`config.mk`:
```
export PLATFORM = sky130hd
export DESIGN_NAME = rct_frontend
export DESIGN_NICKNAME = d
export VERILOG_FILES = /design/src/rct_pkg.sv /design/src/rct_sync2.sv /design/src/rct_trig_filter.sv /design/src/rct_frontend.sv
export VERILOG_INCLUDE_DIRS = /design/src /design/src/src
export SDC_FILE = /design/constraint.sdc
export NUM_CORES = 1
export LEC_CHECK = 0
export BUFFER_PORTS_ARGS = -buffer_cell sky130_fd_sc_hd__buf_2
export CAP_MARGIN = 20
export CORE_ASPECT_RATIO = 1.1
export CORE_MARGIN = 2
export CORE_UTILIZATION = 55
export CTS_CLUSTER_SIZE = 12
export DETAILED_ROUTE_END_ITERATION = 7
export PLACE_DENSITY = 0.85
export RECOVER_POWER = 25
export SETUP_SLACK_MARGIN = 0.5
export SLEW_MARGIN = 15
export SYNTH_ARGS = -nofsm -noshare
export SYNTH_HDL_FRONTEND = slang
export SYNTH_SLANG_ARGS = --single-unit
```
`constraint.sdc`:
```
create_clock -name clock -period 4.07 [get_ports clock]
set_input_delay 0.814 -clock clock [delete_from_list [all_inputs] [get_ports clock]]
set_output_delay 0.814 -clock clock [all_outputs]
set_load 0.05 [all_outputs]
```
`src/rct_cfg.svh`:
```
// Offsets, field positions, reset values and timing counts of the reference/trigger front end
`ifndef RCT_CFG_SVH
`define RCT_CFG_SVH

`define RCT_CLK_MHZ          100
`define RCT_TB20_MHZ         20
`define RCT_TB100K_KHZ       100
`define RCT_REFOUT_MHZ       10
`define RCT_DIV20            (`RCT_CLK_MHZ / `RCT_TB20_MHZ)
`define RCT_DIV100K          ((`RCT_CLK_MHZ * 1000) / `RCT_TB100K_KHZ)
`define RCT_REFOUT_HALF      (`RCT_CLK_MHZ / `RCT_REFOUT_MHZ / 2)

`define RCT_FILT_SHORT_NS    90
`define RCT_FILT_MID_NS      5120
`define RCT_FILT_LONG_NS     2560000
`define RCT_CYC_MIN(ns)      (((ns) * `RCT_CLK_MHZ + 999) / 1000)
`define RCT_FILT_SHORT_CYC   `RCT_CYC_MIN(`RCT_FILT_SHORT_NS)
`define RCT_FILT_MID_CYC     `RCT_CYC_MIN(`RCT_FILT_MID_NS)
`define RCT_FILT_LONG_CYC    `RCT_CYC_MIN(`RCT_FILT_LONG_NS)

`define RCT_ADDR_W           5
`define RCT_OFS_CTRL         5'h00
`define RCT_OFS_CMD          5'h04
`define RCT_OFS_CUSTOM       5'h08
`define RCT_OFS_PRE          5'h0c
`define RCT_OFS_POST         5'h10
`define RCT_OFS_STATUS       5'h14

`define RCT_CTRL_REFSRC      2:0
`define RCT_CTRL_REFLINE     5:3
`define RCT_CTRL_TRGSRC      9:6
`define RCT_CTRL_SENSE       11:10
`define RCT_CTRL_MODE        13:12
`define RCT_CTRL_FILTEN      14
`define RCT_CTRL_FILTSEL     16:15
`define RCT_CTRL_SKEWEN      17
`define RCT_CTRL_ROLE        18
`define RCT_CTRL_REFOUTEN    19
`define RCT_CTRL_REFOUTLINE  22:20
`define RCT_CTRL_SHARELINE   25:23
`define RCT_CTRL_W           26
`define RCT_CTRL_RESET       26'h0000000

`define RCT_CMD_ARM          0
`define RCT_CMD_STOP         1

`define RCT_CNT_W            20
`define RCT_CUSTOM_RESET     20'h00009
`define RCT_PRE_RESET        20'h00000
`define RCT_POST_RESET       20'h00000

`define RCT_ST_LOCKED        0
`define RCT_ST_RUNNING       1
`define RCT_ST_PAUSED        2
`define RCT_ST_TRIGGERED     3
`define RCT_ST_DONE          4
`define RCT_ST_STATE         7:5

`endif

```
`src/rct_pkg.sv`:
```
// Types shared by the reference/trigger front end
package rct_pkg;

   typedef enum logic [2:0] {
      RCT_REF_TRIG   = 3'h0,
      RCT_REF_CLK100 = 3'h1,
      RCT_REF_STAR   = 3'h2,
      RCT_REF_DSTARA = 3'h3,
      RCT_REF_DSTARB = 3'h4
   } rct_ref_src_t;

   typedef enum logic [1:0] {
      RCT_SENSE_RISE = 2'h0,
      RCT_SENSE_FALL = 2'h1,
      RCT_SENSE_HIGH = 2'h2,
      RCT_SENSE_LOW  = 2'h3
   } rct_sense_t;

   typedef enum logic [1:0] {
      RCT_MODE_START = 2'h0,
      RCT_MODE_REF   = 2'h1,
      RCT_MODE_PAUSE = 2'h2
   } rct_mode_t;

   typedef enum logic [2:0] {
      RCT_ST_IDLE  = 3'h0,
      RCT_ST_PRE   = 3'h1,
      RCT_ST_WAIT  = 3'h2,
      RCT_ST_POST  = 3'h3,
      RCT_ST_RUN   = 3'h4
   } rct_state_t;

endpackage : rct_pkg

```
`src/rct_sync2.sv`:
```
// Two-flop synchroniser, one chain per bit
module rct_sync2 #(
   parameter int W = 1
) (
   input  wire logic         clock,
   input  wire logic         rst_n,
   input  wire logic [W-1:0] d,
   output logic      [W-1:0] q
);
   genvar i;
   generate
      for (i = 0; i < W; i++) begin : g_bit
         logic meta;
         always_ff @(posedge clock or negedge rst_n) begin
            if (!rst_n) begin
               meta <= 1'b0;
               q[i] <= 1'b0;
            end else begin
               meta <= d[i];
               q[i] <= meta;
            end
         end
      end
   endgenerate
endmodule : rct_sync2

```
`src/rct_trig_filter.sv`:
```
// Debounce filter: output follows input only after it has held for limit cycles
`include "rct_cfg.svh"
module rct_trig_filter (
   input  wire logic                   clock,
   input  wire logic                   rst_n,
   input  wire logic                   d,
   input  wire logic                   en,
   input  wire logic [`RCT_CNT_W-1:0]  limit,
   output logic                        q
);
   logic [`RCT_CNT_W-1:0] cnt;
   wire                   differs  = d != q;
   wire                   held     = (cnt + `RCT_CNT_W'h1) >= limit;

   always_ff @(posedge clock or negedge rst_n) begin
      if (!rst_n) begin
         cnt <= '0;
         q   <= 1'b0;
      end else if (!en) begin
         cnt <= '0;
         q   <= d;
      end else if (!differs) begin
         cnt <= '0;
      end else if (held) begin
         cnt <= '0;
         q   <= d;
      end else begin
         cnt <= cnt + `RCT_CNT_W'h1;
      end
   end
endmodule : rct_trig_filter

```
`src/rct_frontend.sv`:
```
// Reference clock selection, timebases, 10 MHz output and trigger conditioning
// Overview of operation
// - Lock the PLL to the chosen reference; derive 100 MHz, 20 MHz, 100 kHz timebases.
// - Reference source is a trigger line, backplane 100 MHz, star, or differential star A/B.
// - The 10 MHz reference can be driven onto any chosen trigger bus line.
// - The 10 MHz reference comes from dividing the on-board oscillator.
// - With skew correction, start and reference mode triggers act on a later 10 MHz sync edge.
// - Skew correction role is configurable as master or slave.
// - Trigger comes from star A/B, any of eight bus lines, or the star line.
// - Trigger sensitivity is rising edge, falling edge or level.
// - Start mode begins the operation when the trigger is met.
// - Reference mode keeps programmed pre-trigger and post-trigger sample counts.
// - Pause mode holds operation while the level condition holds; level only.
// - Filter accepts trigger after 90 ns, 5.12 us, 2.56 ms or custom persistence.
`include "rct_cfg.svh"
module rct_frontend
   import rct_pkg::*;
#(
   parameter int FILT_LONG_CYC = `RCT_FILT_LONG_CYC
) (
   input  wire logic                  clock,
   input  wire logic                  rst_n,
   input  wire logic [`RCT_ADDR_W-1:0] avs_address,
   input  wire logic                  avs_read,
   input  wire logic                  avs_write,
   input  wire logic [31:0]           avs_writedata,
   output logic      [31:0]           avs_readdata,
   output logic                       avs_waitrequest,
   input  wire logic [7:0]            trig_in,
   output logic      [7:0]            trig_out,
   output logic      [7:0]            trig_oe,
   input  wire logic                  star_in,
   input  wire logic                  dstar_a_in,
   input  wire logic                  dstar_b_in,
   input  wire logic                  sync100_in,
   input  wire logic                  pll_locked,
   output logic      [2:0]            pll_ref_sel,
   output logic      [2:0]            pll_ref_line,
   input  wire logic                  sample_tick,
   output logic                       tb100m_en,
   output logic                       tb20m_en,
   output logic                       tb100k_en,
   output logic                       ten_mhz_reference_output,
   output logic                       trig_fire,
   output logic                       run_active,
   output logic                       pause_active,
   output logic                       gen_done
);

   // Bus slave: every access is answered one cycle after it is presented
   logic                   ack;
   logic [`RCT_CTRL_W-1:0] ctrl;
   logic [`RCT_CNT_W-1:0]  custom_cyc;
   logic [`RCT_CNT_W-1:0]  pre_cnt_cfg;
   logic [`RCT_CNT_W-1:0]  post_cnt_cfg;
   logic                   triggered;
   logic                   done_flag;
   logic [31:0]            status_word;
   logic [31:0]            rd_mux;

   wire req       = avs_read | avs_write;
   wire wr_do     = avs_write & ack;
   wire sel_ctrl  = avs_address == `RCT_OFS_CTRL;
   wire sel_cmd   = avs_address == `RCT_OFS_CMD;
   wire sel_cust  = avs_address == `RCT_OFS_CUSTOM;
   wire sel_pre   = avs_address == `RCT_OFS_PRE;
   wire sel_post  = avs_address == `RCT_OFS_POST;
   wire sel_stat  = avs_address == `RCT_OFS_STATUS;
   wire arm_cmd   = wr_do & sel_cmd & avs_writedata[`RCT_CMD_ARM];
   wire stop_cmd  = wr_do & sel_cmd & avs_writedata[`RCT_CMD_STOP];

   assign avs_waitrequest = req & ~ack;

   always_ff @(posedge clock or negedge rst_n) begin
      if (!rst_n) begin
         ack <= 1'b0;
      end else begin
         ack <= req & ~ack;
      end
   end

   always_ff @(posedge clock or negedge rst_n) begin
      if (!rst_n) begin
         ctrl         <= `RCT_CTRL_RESET;
         custom_cyc   <= `RCT_CUSTOM_RESET;
         pre_cnt_cfg  <= `RCT_PRE_RESET;
         post_cnt_cfg <= `RCT_POST_RESET;
      end else if (wr_do) begin
         if (sel_ctrl) ctrl <= avs_writedata[`RCT_CTRL_W-1:0];
         if (sel_cust) custom_cyc <= avs_writedata[`RCT_CNT_W-1:0];
         if (sel_pre) pre_cnt_cfg <= avs_writedata[`RCT_CNT_W-1:0];
         if (sel_post) post_cnt_cfg <= avs_writedata[`RCT_CNT_W-1:0];
      end
   end

   assign rd_mux = sel_ctrl ? {{(32-`RCT_CTRL_W){1'b0}}, ctrl} :
                   sel_cust ? {{(32-`RCT_CNT_W){1'b0}}, custom_cyc} :
                   sel_pre  ? {{(32-`RCT_CNT_W){1'b0}}, pre_cnt_cfg} :
                   sel_post ? {{(32-`RCT_CNT_W){1'b0}}, post_cnt_cfg} :
                   sel_stat ? status_word : 32'h00000000;

   // Read data is loaded in the waiting cycle so it stands when waitrequest drops
   always_ff @(posedge clock or negedge rst_n) begin
      if (!rst_n) begin
         avs_readdata <= 32'h00000000;
      end else if (avs_read & ~ack) begin
         avs_readdata <= rd_mux;
      end
   end

   // Control fields
   wire [2:0] ref_src    = ctrl[`RCT_CTRL_REFSRC];
   wire [3:0] trg_src    = ctrl[`RCT_CTRL_TRGSRC];
   wire [1:0] sense      = ctrl[`RCT_CTRL_SENSE];
   wire [1:0] mode       = ctrl[`RCT_CTRL_MODE];
   wire [1:0] filt_sel   = ctrl[`RCT_CTRL_FILTSEL];
   wire       skew_en    = ctrl[`RCT_CTRL_SKEWEN];
   wire       skew_correction_role = ctrl[`RCT_CTRL_ROLE];
   wire       refout_en  = ctrl[`RCT_CTRL_REFOUTEN];
   wire [2:0] refout_ln  = ctrl[`RCT_CTRL_REFOUTLINE];
   wire [2:0] share_ln   = ctrl[`RCT_CTRL_SHARELINE];

   // Analog clock mux in front of the PLL is steered by code, never by gated clocks
   assign pll_ref_sel  = ref_src;
   assign pll_ref_line = ctrl[`RCT_CTRL_REFLINE];

   // Backplane pins into the clock domain
   logic [12:0] pins_s;
   rct_sync2 #(.W(13)) u_sync (
      .clock (clock),
      .rst_n (rst_n),
      .d     ({pll_locked, sync100_in, dstar_b_in, dstar_a_in, star_in, trig_in}),
      .q     (pins_s)
   );

   wire [7:0] trig_s   = pins_s[7:0];
   wire       star_s   = pins_s[8];
   wire       dstara_s = pins_s[9];
   wire       dstarb_s = pins_s[10];
   wire       sync_s   = pins_s[11];
   wire       locked_s = pins_s[12];

   // Timebases run only with the PLL locked; the system clock is the PLL output
   logic [2:0] div20;
   logic [9:0] div100k;
   logic [2:0] div10;
   wire        div20_wrap  = div20 == 3'(`RCT_DIV20 - 1);
   wire        div100k_wrap = div100k == 10'(`RCT_DIV100K - 1);
   wire        div10_wrap  = div10 == 3'(`RCT_REFOUT_HALF - 1);

   assign tb100m_en = locked_s;
   assign tb20m_en  = locked_s & div20_wrap;
   assign tb100k_en = locked_s & div100k_wrap;

   always_ff @(posedge clock or negedge rst_n) begin
      if (!rst_n) begin
         div20   <= 3'h0;
         div100k <= 10'h000;
      end else if (!locked_s) begin
         div20   <= 3'h0;
         div100k <= 10'h000;
      end else begin
         div20   <= div20_wrap ? 3'h0 : div20 + 3'h1;
         div100k <= div100k_wrap ? 10'h000 : div100k + 10'h001;
      end
   end

   // Oscillator-derived 10 MHz runs free so peers keep a reference while we relock
   always_ff @(posedge clock or negedge rst_n) begin
      if (!rst_n) begin
         div10                    <= 3'h0;
         ten_mhz_reference_output <= 1'b0;
      end else if (div10_wrap) begin
         div10                    <= 3'h0;
         ten_mhz_reference_output <= ~ten_mhz_reference_output;
      end else begin
         div10 <= div10 + 3'h1;
      end
   end

   // Trigger source: 0..7 bus lines, 8 star, 9 dstar A, 10 dstar B
   wire trg_raw = (trg_src < 4'h8) ? trig_s[trg_src[2:0]] :
                  (trg_src == 4'h8) ? star_s :
                  (trg_src == 4'h9) ? dstara_s :
                  (trg_src == 4'ha) ? dstarb_s : 1'b0;

   wire [`RCT_CNT_W-1:0] filt_limit =
      (filt_sel == 2'h0) ? `RCT_CNT_W'(`RCT_FILT_SHORT_CYC) :
      (filt_sel == 2'h1) ? `RCT_CNT_W'(`RCT_FILT_MID_CYC) :
      (filt_sel == 2'h2) ? `RCT_CNT_W'(FILT_LONG_CYC) : custom_cyc;

   logic trg_filt;
   rct_trig_filter u_filt (
      .clock (clock),
      .rst_n (rst_n),
      .d     (trg_raw),
      .en    (ctrl[`RCT_CTRL_FILTEN]),
      .limit (filt_limit),
      .q     (trg_filt)
   );

   logic trg_prev;
   logic sync_prev;
   logic pending;
   always_ff @(posedge clock or negedge rst_n) begin
      if (!rst_n) begin
         trg_prev  <= 1'b0;
         sync_prev <= 1'b0;
      end else begin
         trg_prev  <= trg_filt;
         sync_prev <= sync_s;
      end
   end

   // Pause mode ignores edge settings and uses the polarity bit as a level
   wire pause_mode = mode == RCT_MODE_PAUSE;
   wire level_cond = sense[0] ? ~trg_filt : trg_filt;
   wire trg_event  = (sense == RCT_SENSE_RISE) ? (trg_filt & ~trg_prev) :
                     (sense == RCT_SENSE_FALL) ? (~trg_filt & trg_prev) : level_cond;
   wire sync_edge  = sync_s & ~sync_prev;
   wire trg_accept = skew_en ? ((pending | trg_event) & sync_edge) : trg_event;

   // Trigger waiting for a sync edge; a new event in the clearing cycle is taken by that edge, not kept
   always_ff @(posedge clock or negedge rst_n) begin
      if (!rst_n) begin
         pending <= 1'b0;
      end else if (!skew_en) begin
         pending <= 1'b0;
      end else if (sync_edge) begin
         pending <= 1'b0;
      end else if (trg_event) begin
         pending <= 1'b1;
      end
   end

   // Sequencer
   rct_state_t             state;
   rct_state_t             next_state;
   logic [`RCT_CNT_W-1:0]  samp_cnt;
   wire                    pre_full  = samp_cnt >= pre_cnt_cfg;
   wire                    post_full = samp_cnt >= post_cnt_cfg;

   always_comb begin
      next_state = state;
      unique case (state)
         RCT_ST_IDLE: begin
            if (arm_cmd) begin
               next_state = (mode == RCT_MODE_REF) ? RCT_ST_PRE :
                            pause_mode ? RCT_ST_RUN : RCT_ST_WAIT;
            end
         end
         RCT_ST_PRE: begin
            if (pre_full) next_state = RCT_ST_WAIT;
         end
         RCT_ST_WAIT: begin
            if (trg_accept) begin
               next_state = (mode == RCT_MODE_REF) ? RCT_ST_POST : RCT_ST_RUN;
            end
         end
         RCT_ST_POST: begin
            if (post_full) next_state = RCT_ST_IDLE;
         end
         RCT_ST_RUN: begin
            next_state = RCT_ST_RUN;
         end
         default: begin
            next_state = RCT_ST_IDLE;
         end
      endcase
      if (stop_cmd) next_state = RCT_ST_IDLE;
   end

   wire in_wait     = state == RCT_ST_WAIT;
   wire fire_now    = in_wait & trg_accept;
   wire post_end    = (state == RCT_ST_POST) & post_full & ~stop_cmd;
   wire counting    = (state == RCT_ST_PRE) | (state == RCT_ST_POST);

   always_ff @(posedge clock or negedge rst_n) begin
      if (!rst_n) begin
         state    <= RCT_ST_IDLE;
         samp_cnt <= '0;
      end else begin
         state <= next_state;
         if (next_state != state) begin
            samp_cnt <= '0;
         end else if (counting & sample_tick & locked_s) begin
            samp_cnt <= samp_cnt + `RCT_CNT_W'h1;
         end
      end
   end

   // Sticky flags: a set in the arm cycle wins over the arm clear
   always_ff @(posedge clock or negedge rst_n) begin
      if (!rst_n) begin
         triggered <= 1'b0;
         done_flag <= 1'b0;
         trig_fire <= 1'b0;
      end else begin
         trig_fire <= fire_now;
         if (fire_now) triggered <= 1'b1;
         else if (arm_cmd) triggered <= 1'b0;
         if (post_end) done_flag <= 1'b1;
         else if (arm_cmd) done_flag <= 1'b0;
      end
   end

   assign gen_done     = done_flag;
   assign run_active   = (state == RCT_ST_RUN) | counting;
   assign pause_active = (state == RCT_ST_RUN) & pause_mode & level_cond;

   assign status_word = {24'h000000, state, done_flag, triggered, pause_active, run_active,
                         locked_s};

   // Bus line drivers: reference output wins over the shared trigger on the same line
   genvar ln;
   generate
      for (ln = 0; ln < 8; ln++) begin : g_line
         wire ref_here   = refout_en & (refout_ln == 3'(ln));
         wire share_here = skew_en & skew_correction_role & (share_ln == 3'(ln));
         assign trig_oe[ln]  = ref_here | share_here;
         assign trig_out[ln] = ref_here ? ten_mhz_reference_output : trig_fire;
      end
   endgenerate

endmodule : rct_frontend

```
After elaboration in Yosys (flattened, before gate mapping)
Cells that the tools add are included.
- $add $sub $neg: 5
- order comparisons: 5
- equal/unequal tests: 39
- muxes and demuxes: 54
- bitwise operators: 54
- reductions and logical operators: 14
- operators with widths (kind ; number):
    $mux 20 ; 11
    $ge 20x20->1 ; 3
    $add 20x1->20 const B ; 2
    $and 1x1->1 ; 36
    $eq 3x3->1 const B ; 11
    $mux 3 ; 11
    $mux 1 ; 26
    $mux 26 ; 1
    $mux 10 ; 2
    $eq 3x2->1 const B ; 6
    $pmux 3 s5 ; 1
    $eq 4x4->1 const B ; 3
    $or 1x1->1 ; 12
    $add 10x1->10 const B ; 1
    $eq 10x10->1 const B ; 1
    $eq 5x4->1 const B ; 2
    $eq 5x5->1 const B ; 2
    $reduce_and 2->1 ; 5
    $eq 3x1->1 const B ; 3
    $logic_not 3->1 ; 3
    $mux 8 ; 1
    $add 3x1->3 const B ; 2
    $eq 2x1->1 const B ; 3
    $not 1->1 ; 6
    12 further kinds ; 17
- register bits after elaboration: 212
- output and inout port bits: 63

Depth between registers and ports, before layout
Gate-level depths: netlist of run 1.
- depth after elaboration: 12
- gate-level depth with buffers: 15
- mapped depth without buffers: 14

Modules after synthesis
A second synthesis of run 1 with hierarchy kept.
- cells, all modules: 1064
- area total of the unflattened synthesis: 10975.5 sq um
- by module, submodules not included (module ; times used ; cells an instance ; area each (sq um) ; seq. area each (sq um)):
    rct_frontend ; 1 ; 876 ; 8752.1 ; 3981.3
    rct_trig_filter ; 1 ; 162 ; 1572.8 ; 525.5
    rct_sync2 ; 1 ; 26 ; 650.6 ; 650.6

Worst setup path after synthesis of run 1
No wires, ideal clock.
- path kind: register to register
- start point: register u_filt.cnt[2]
- end point: register u_filt.cnt[10]
- data arrival time: 2.920 ns
- path slack: 1.076 ns
- cell stages (with the launch flop): 16
- buffers on the path: 1
- cell sequence: dfrtp_1 and4_1 nand2_1 or3_1 inv_1 nand2_1 xnor2_1 ha_1 a21oi_1 nor2b_1 o21ai_0 a211oi_1 a2111oi_0 o211ai_1 clkbuf_1 nor2b_1
- cells in the longest elaborated chain, start to end: 5
- RTL lines (what ; RTL line ; RTL):
    start: declaration ; rct_trig_filter.sv:11 ; logic [`RCT_CNT_W-1:0] cnt;
    start signal: assignment ; rct_trig_filter.sv:28 ; cnt <= cnt + `RCT_CNT_W'h1;
    $add 20x1->20 * ; rct_trig_filter.sv:13, rct_trig_filter.sv:28 ;
    $ge 20x20->1 ; rct_trig_filter.sv:13 ; wire held = (cnt + `RCT_CNT_W'h1) >= limit;
    $mux 20 * ; rct_trig_filter.sv:24 ; end else if (held) begin
    $mux 20 * ; rct_trig_filter.sv:22 ; end else if (!differs) begin
    $mux 20 * ; rct_trig_filter.sv:19 ; end else if (!en) begin
Every way passes the cells marked *; elsewhere a longest branch is shown, timed or not.
A chain may end at the register's enable or synchronous reset.

Worst setup path after layout of run 1
- start point: register ctrl[16]
- end point: register u_filt.cnt[18]
- cells in the longest elaborated chain, start to end: 8
- elaborated cells between the ends (all ways): 10
- RTL lines (what ; RTL line ; RTL):
    start: declaration ; rct_frontend.sv:52 ; logic [`RCT_CTRL_W-1:0] ctrl;
    start signal: assignment ; rct_frontend.sv:84 ; ctrl <= `RCT_CTRL_RESET;
    start signal: assignment ; rct_frontend.sv:89 ; if (sel_ctrl) ctrl <= avs_writedata[`RCT_CTRL_W-1:0];
    $eq 2x2->1 ; rct_frontend.sv:190 ; (filt_sel == 2'h2) ? `RCT_CNT_W'(FILT_LONG_CYC) : custom_cyc;
    $mux 20 ; rct_frontend.sv:190 ;
    $mux 20 ; rct_frontend.sv:189 ; (filt_sel == 2'h1) ? `RCT_CNT_W'(`RCT_FILT_MID_CYC) :
    $mux 20 * ; rct_frontend.sv:188 ; (filt_sel == 2'h0) ? `RCT_CNT_W'(`RCT_FILT_SHORT_CYC) :
    $ge 20x20->1 * ; rct_trig_filter.sv:13 ;
    $mux 20 * ; rct_trig_filter.sv:24 ;
    $mux 20 * ; rct_trig_filter.sv:22 ;
    $mux 20 * ; rct_trig_filter.sv:19 ;
Marks and branches as above.

==> results.md, run 1 <==
- Final period util: 0.803
- CTS tree: built
- Slew headroom: -0.568
- Core Region: 19000 sq um
- Final GP Congestion: 0.897
- Unrepaired setup endpoints after global routing: no
- Post-CTS setup buffer count: 0
- Htree depth: 1
- Cell Area, Synth: 10600 sq um
- Hpwl dp: 17.9 mm
- PortBufs: 105
- Post-synth cell types: 62
- F_max: 306 MHz
- Initial Util: 0.559
- Fin nets: 1220
- Share of layout cells above drive strength 1: 0.252
- Setup_tns: 0 ns
- I/O Pins: 118
- Die X-Extent: 137 um
- Least-Margin Pin Slew: 2.35 ns
- Die ar.: 20500 sq um
- R2R Setup Slk: 0.80 ns
- Post-DRT Antenna Nets: 0
- Mean Syn Cell Area: 10.7 sq um
- Failing checks: capacitance limit, slew limit
- Fill cells: 1444
- WP buf/inv: 2
- Critical path's top delay family: compound AO/OA/AOI/OAI gates
- Die Y: 150 um
- Pin count of the biggest net entering global routing: 93
- Pwr Total: 0.00571 W
- Std-Cell Rows: 53
- Tot GR Track Use: 0.251
- Skew-Pair Late Insertion Delay: 0.51 ns
- Cts hold-fix bufs: 0
- Worst hold start: u_sync.g_bit[7].meta
- Via-to-Cell Ratio: 5.92
- Initial antenna violation count: 2
- Cell Chain, Critical Path: inv_1 > nor2_1 > a21o_1 > ha_1 > nand2b_1 > a2111oi_0 > o21bai_1 > a221oi_1 > o21a_1 > o211ai_1 > buf_4 > nor2b_1
- Cts bufs inserted: 23
- Drt pass-1 iters: 5
- Critical Path AT: 3.69 ns
- Post-synthesis sequential area ratio: 0.485
- Crit-path max FO: 20
- Vias in the first global route: 8038
- Detailed-route DRC error count: 0
- Max VDD drop: 0.364 mV
- Worst Path Required: 4.49 ns
- Global route overflow: 0
- Slowest CP cell: dfrtp_1
- Critical Path Start Type: register
- Prevailing post-synth register cell: dfrtp_1
- Reg2reg start: ctrl[16]
- Synth Register Bits: 206
- CTS Sinks: 206
- Max Cap Viol: 1
- Root Buffer: clkbuf_16
- Final setup viols: 0
- Slew Viols, Final: 92
- Hold WS: 0.347 ns
- Critical path endpoint category: register
- Ys async rst share: 1.00
- Layout area overhead: 14.7%
- Worst-case clock buffer depth: 3
- Clock Skew: 0.0157 ns
- Layout Utilization: 0.641
- Per-cell routed wire length: 18.6 um
- LEAKAGE: 5.98 nW
- Reg clk slew, reported paths: 0.06 ns
- DRT Wirelength: 25.3 mm
- Kind of critical path: register to register
- Max stage delay on crit path: 0.50 ns
- Critical Path Source: ctrl[16]
- P per Cell Area: 467 nW/um^2
- Status: finished, violations left
- Hold WC Path Type: register to register
- Via Count: 8046
- Ys Warns: 0
- First-pass GRT wire length: 40.3 mm
- Initial DRC Count: 546
- Mapped Cells: 991
- EDFF count, synth: 0
- Final Hold Viols: 0
- Post-route minimum period: 3.27 ns
per-stage QoR:
stage	std cells	setup WS, ns	cell area (sq um)
after global placement	1318	0.620	11400
final	1360	0.801	12200
after floorplan	996	1.08	10700
after CTS	1357	0.553	12200
after global routing	1359	0.511	12200
after detailed placement	1318	0.511	11400
where the power goes:
part	total, W	switching [W]	internal, W
Clock	0.00210	0.000807	0.00130
Sequential	0.00245	0.000212	0.00224
Combinational	0.00115	0.000729	0.000421
worst reg2reg max path: stages, from the launching register on:
cell,delay (ns)
dfrtp_1,0.50
inv_1,0.12
nor2_1,0.41
a21o_1,0.20
ha_1,0.23
nand2b_1,0.15
a2111oi_0,0.45
o21bai_1,0.14
a221oi_1,0.33
o21a_1,0.20
o211ai_1,0.10
buf_4,0.24
nor2b_1,0.15
cells in the final DEF, fill, tap and decap left out, types with 5 or more instances in the layout:
cell,count
dfrtp_1,203
buf_2,103
mux2_2,87
nand2_1,84
ha_1,69
inv_1,62
nor2_1,57
o21ai_0,52
nand3_1,31
a21oi_1,29
xnor2_1,27
nor2b_1,24
clkbuf_16,23
xor2_1,20
nor2_2,20
a21o_1,18
mux2i_1,16
nand4_1,14
a221oi_1,14
buf_4,13
nand2b_1,12
and3_1,9
a222oi_1,8
a22oi_1,7
and2_1,6
nor3_1,6
conb_1,6
clkbuf_1,6
o211ai_1,5
a211oi_1,5
layer usage:
metal  GRT usage  part of all wire  vias to the layer above
met5           0                 0                        -
met4       0.114             0.043                        0
met3      0.0400             0.075                       71
met2       0.420              0.48                      342
met1       0.321              0.40                     3948
li1            -                 -                     3685
sequential cells by signal, summed over array words and instances, names as in the netlist:
register / count
avs_readdata: 26
ctrl: 26
custom_cyc: 20
post_cnt_cfg: 20
pre_cnt_cfg: 20
samp_cnt: 20
u_filt.cnt: 20
u_sync.g_bit.meta: 13
u_sync.q: 13
div100k: 10
div10: 3
div20: 3
state: 3
ack: 1
gen_done: 1
pending: 1
sync_prev: 1
ten_mhz_reference_output: 1
trg_prev: 1
trig_fire: 1
triggered: 1
u_filt.q: 1
area by class of cell:
type	count	area, sq um	area share
clock buffers	32	649	0.0532
well taps	247	309	0.0253
clock inverters	7	114	0.00933
diodes	3	7.51	0.000615
repair buffers	120	662	0.0542
multi-input cells	683	5070	0.416
flip-flops and latches	206	5160	0.423
inverters	62	233	0.0191
final timing paths:
kind | to | depth (start not counted)
worst max-delay path | u_filt.cnt[18] | 12
worst min-delay path | u_sync.q[7] | 0
worst max register to register | u_filt.cnt[18] | 12
worst min register to register | u_sync.q[7] | 0
max in group asynchronous | u_filt.cnt[2] | 2
min in group asynchronous | div100k[7] | 1
repair_timing:
item / 4_1_cts / 5_1_grt
hold endpoints to repair: 0 / 0
setup endpoints to repair: 21 / 21
gates resized for setup: 1 / 3
pin swaps: 0 / 1
synthesized netlist by cell type, types with 6 or more instances:
cell type  count  area share
dfrtp_1      204        0.48
mux2_2        87       0.092
nand2_1       84       0.030
ha_1          69       0.081
inv_1         62       0.022
nor2_1        57       0.020
o21ai_0       52       0.024
nand3_1       31       0.015
a21oi_1       30       0.014
clkbuf_1      27      0.0095
xnor2_1       27       0.022
nor2b_1       24       0.014
nor2_2        20       0.012
xor2_1        20       0.016
a21o_1        18       0.013
mux2i_1       16       0.015
a221oi_1      14       0.012
nand4_1       14      0.0082
nand2b_1      13      0.0076
buf_4         12      0.0085
and3_1         9      0.0053
a222oi_1       8      0.0075
a22oi_1        7      0.0049
nor3_1         7      0.0033
and2_1         6      0.0035
cell families after synthesis:
logic type               count (synthesis)  synth area share
XOR/XNOR                                47            0.0387
multiplexers                           105             0.111
adder cells (fa/ha/maj)                 69            0.0811
AO/OA/AOI/OAI                          162            0.0994
flip-flops                             206             0.485
other                                    1          0.000352
buffers and inverters                  107            0.0436
AND/OR/NAND/NOR                        294             0.141
(Power assumes the default switching activity.)
==> run 2, diff against run 1 <==
clock period = 3.3 ns   (was 4.07 ns; I/O delays follow)
==> run 2 against run 1 <==
Against the previous run:
- die area is the same
- sequential power grew 23%
- critical endpoint is now u_filt.cnt[17]
- critical path depth is the same
- clock power grew 20%
- cell count grew 1.8%
- the run now ends clean
- clock skew shrank 0.0026 ns
- count of clock-buffer cells in the layout grew 2
- hold slack lost 0.26 ns
- wire length grew 0.65%
- setup slack lost 0.59 ns
- first-iteration DRC count grew 16%
==> results.md, run 2 (synthesized netlist as in run 1, its figures left out) <==
- Reg2Reg Capture Point: u_filt.cnt[17]
- Reg2reg start: u_filt.cnt[3]
- Initial Util: 0.559
- Slew Viols, Final: 0
- Share of layout cells above drive strength 1: 0.285
- Unrepaired setup endpoints after global routing: yes
- CTS Sinks: 206
- First-pass GRT wire length: 41.1 mm
- Worst Path Required: 3.71 ns
- Max VDD drop: 0.451 mV
- Worst-case clock buffer depth: 3
- Setup_tns: 0 ns
- Pin count of the biggest net entering global routing: 61
- Htree depth: 1
- Most frequent cells in the layout: dfrtp_1 (202), buf_2 (104), mux2_2 (87), nand2_1 (82), ha_1 (68)
- DRT Wirelength: 25.5 mm
- Global route overflow: 0
- I/O Pins: 118
- Core Region: 19000 sq um
- Critical path endpoint category: register
- Final period util: 0.937
- R2R Setup Slk: 0.21 ns
- F_max: 323 MHz
- Initial antenna violation count: 3
- Final Hold Viols: 0
- Via-to-Cell Ratio: 5.93
- Clock Skew: 0.0131 ns
- Skew-Pair Late Insertion Delay: 0.52 ns
- Vias in the first global route: 8222
- CTS tree: built
- Critical Path AT: 3.50 ns
- Top flop regs: avs_readdata (26), ctrl (26)
- Crit-path max FO: 5
- P per Cell Area: 572 nW/um^2
- Std-Cell Rows: 53
- Detailed-route DRC error count: 0
- Hpwl dp: 17.8 mm
- Kind of critical path: register to register
- Die Y: 150 um
- Max Cap Viol: 0
- Final setup viols: 0
- Most common cell after layout, fill and taps aside: dfrtp_1
- Post-DRT Antenna Nets: 0
- Die ar.: 20500 sq um
- Per-cell routed wire length: 18.4 um
- Reg2Reg Depth: 12
- Reg clk slew, reported paths: 0.06 ns
- Least-Margin Pin Slew: 1.42 ns
- Root Buffer: clkbuf_16
- Drt pass-1 iters: 6
- Crit path capture: u_filt.cnt[17]
- Hold WS: 0.0889 ns
- Cts bufs inserted: 23
- Share of total power in sequential cells: 0.424
- Via Count: 8214
- Status: completed
- Layout area overhead: 17.0%
- NetSw: 0.00222 W
- Fin nets: 1244
- Hold WC Path Type: input port to asynchronous set/reset pin
- Int Power: 0.00490 W
- Cts hold-fix bufs: 0
- Tot GR Track Use: 0.255
- PortBufs: 105
- Initial DRC Count: 633
- LEAKAGE: 6.12 nW
- Combinational Power Share: 0.221
- Final GP Congestion: 0.926
- Critical Path Source: u_filt.cnt[3]
- Die X-Extent: 137 um
- Net Sw Frac: 0.311
- Slew headroom: 0.0556
- Post-route minimum period: 3.09 ns
- Critical Path Start Type: register
- Clock share of power: 0.355
[run 2: what timing repair did]
action                     4_1_cts  5_1_grt
setup endpoints to repair       22       42
gates cloned                     2        0
gates resized for setup         12       14
pin swaps                        1        1
buffers inserted                10        5
[run 2: power by group through the flow]
stage	sequential (W)	clock (W)	combinational (W)
CTS	0.00301	0.00257	0.00152
global placement	0.00304	0	0.00139
global route	0.00305	0.00268	0.00172
finish	0.00302	0.00252	0.00157
floorplan	0.00299	0	0.00107
detailed placement	0.00305	0	0.00144
[run 2: critical path, stage by stage, from the launching register on]
cell and delay, ns:
dfrtp_1 0.36, and4_1 0.24, nand2_2 0.07, or3_4 0.40
nor2_4 0.15, nand3_1 0.10, xnor2_1 0.17, ha_1 0.35
nand3_2 0.11, or3_4 0.41, o211ai_1 0.31, buf_4 0.24
nor2b_1 0.06
[run 2: area by class of cell]
| cell class | instances | area, sq um |
|---|---|---|
| antenna | 2 | 5.00 |
| clock buffer | 34 | 657 |
| clock inverter | 6 | 86.3 |
| fill | 1422 | 6580 |
| inverter | 62 | 233 |
| multi-input combinational | 683 | 5150 |
| sequential | 206 | 5160 |
| tap | 247 | 309 |
| timing repair buffer | 144 | 853 |
[run 2: layer usage]
metal  vias up  global-route usage  wire [um]
li1       3750                   -          -
met1      4048               0.336      10500
met2       335               0.415      12100
met3        79              0.0369       1800
met4         2               0.119       1100
met5         -                   0         13
[run 2: per-stage QoR]
| step | total power [W] | setup WS [ns] | util | cells | instance area [sq um] |
|---|---|---|---|---|---|
| 5_1_grt | 0.00745 | 0.0944 | 0.654 | 1383 | 12400 |
| 3_5_place_dp | 0.00449 | 0.157 | 0.605 | 1325 | 11500 |
| 2_1_floorplan | 0.00406 | 0.508 | - | 996 | 10700 |
| 6_report | 0.00712 | 0.207 | 0.654 | 1384 | 12500 |
| 3_3_place_gp | 0.00443 | 0.281 | 0.605 | 1325 | 11500 |
| 4_1_cts | 0.00710 | 0.291 | 0.650 | 1377 | 12400 |
[run 2: worst min path at each step]
stage	from	to	cells past startpoint
after floorplan	u_sync.g_bit[0].meta	u_sync.q[0]	0
after global placement	u_sync.g_bit[3].meta	u_sync.q[3]	0
after detailed placement	u_sync.g_bit[1].meta	u_sync.q[1]	0
after CTS	rst_n	div100k[9]	1
after global routing	rst_n	div100k[7]	1
final	rst_n	div100k[7]	1
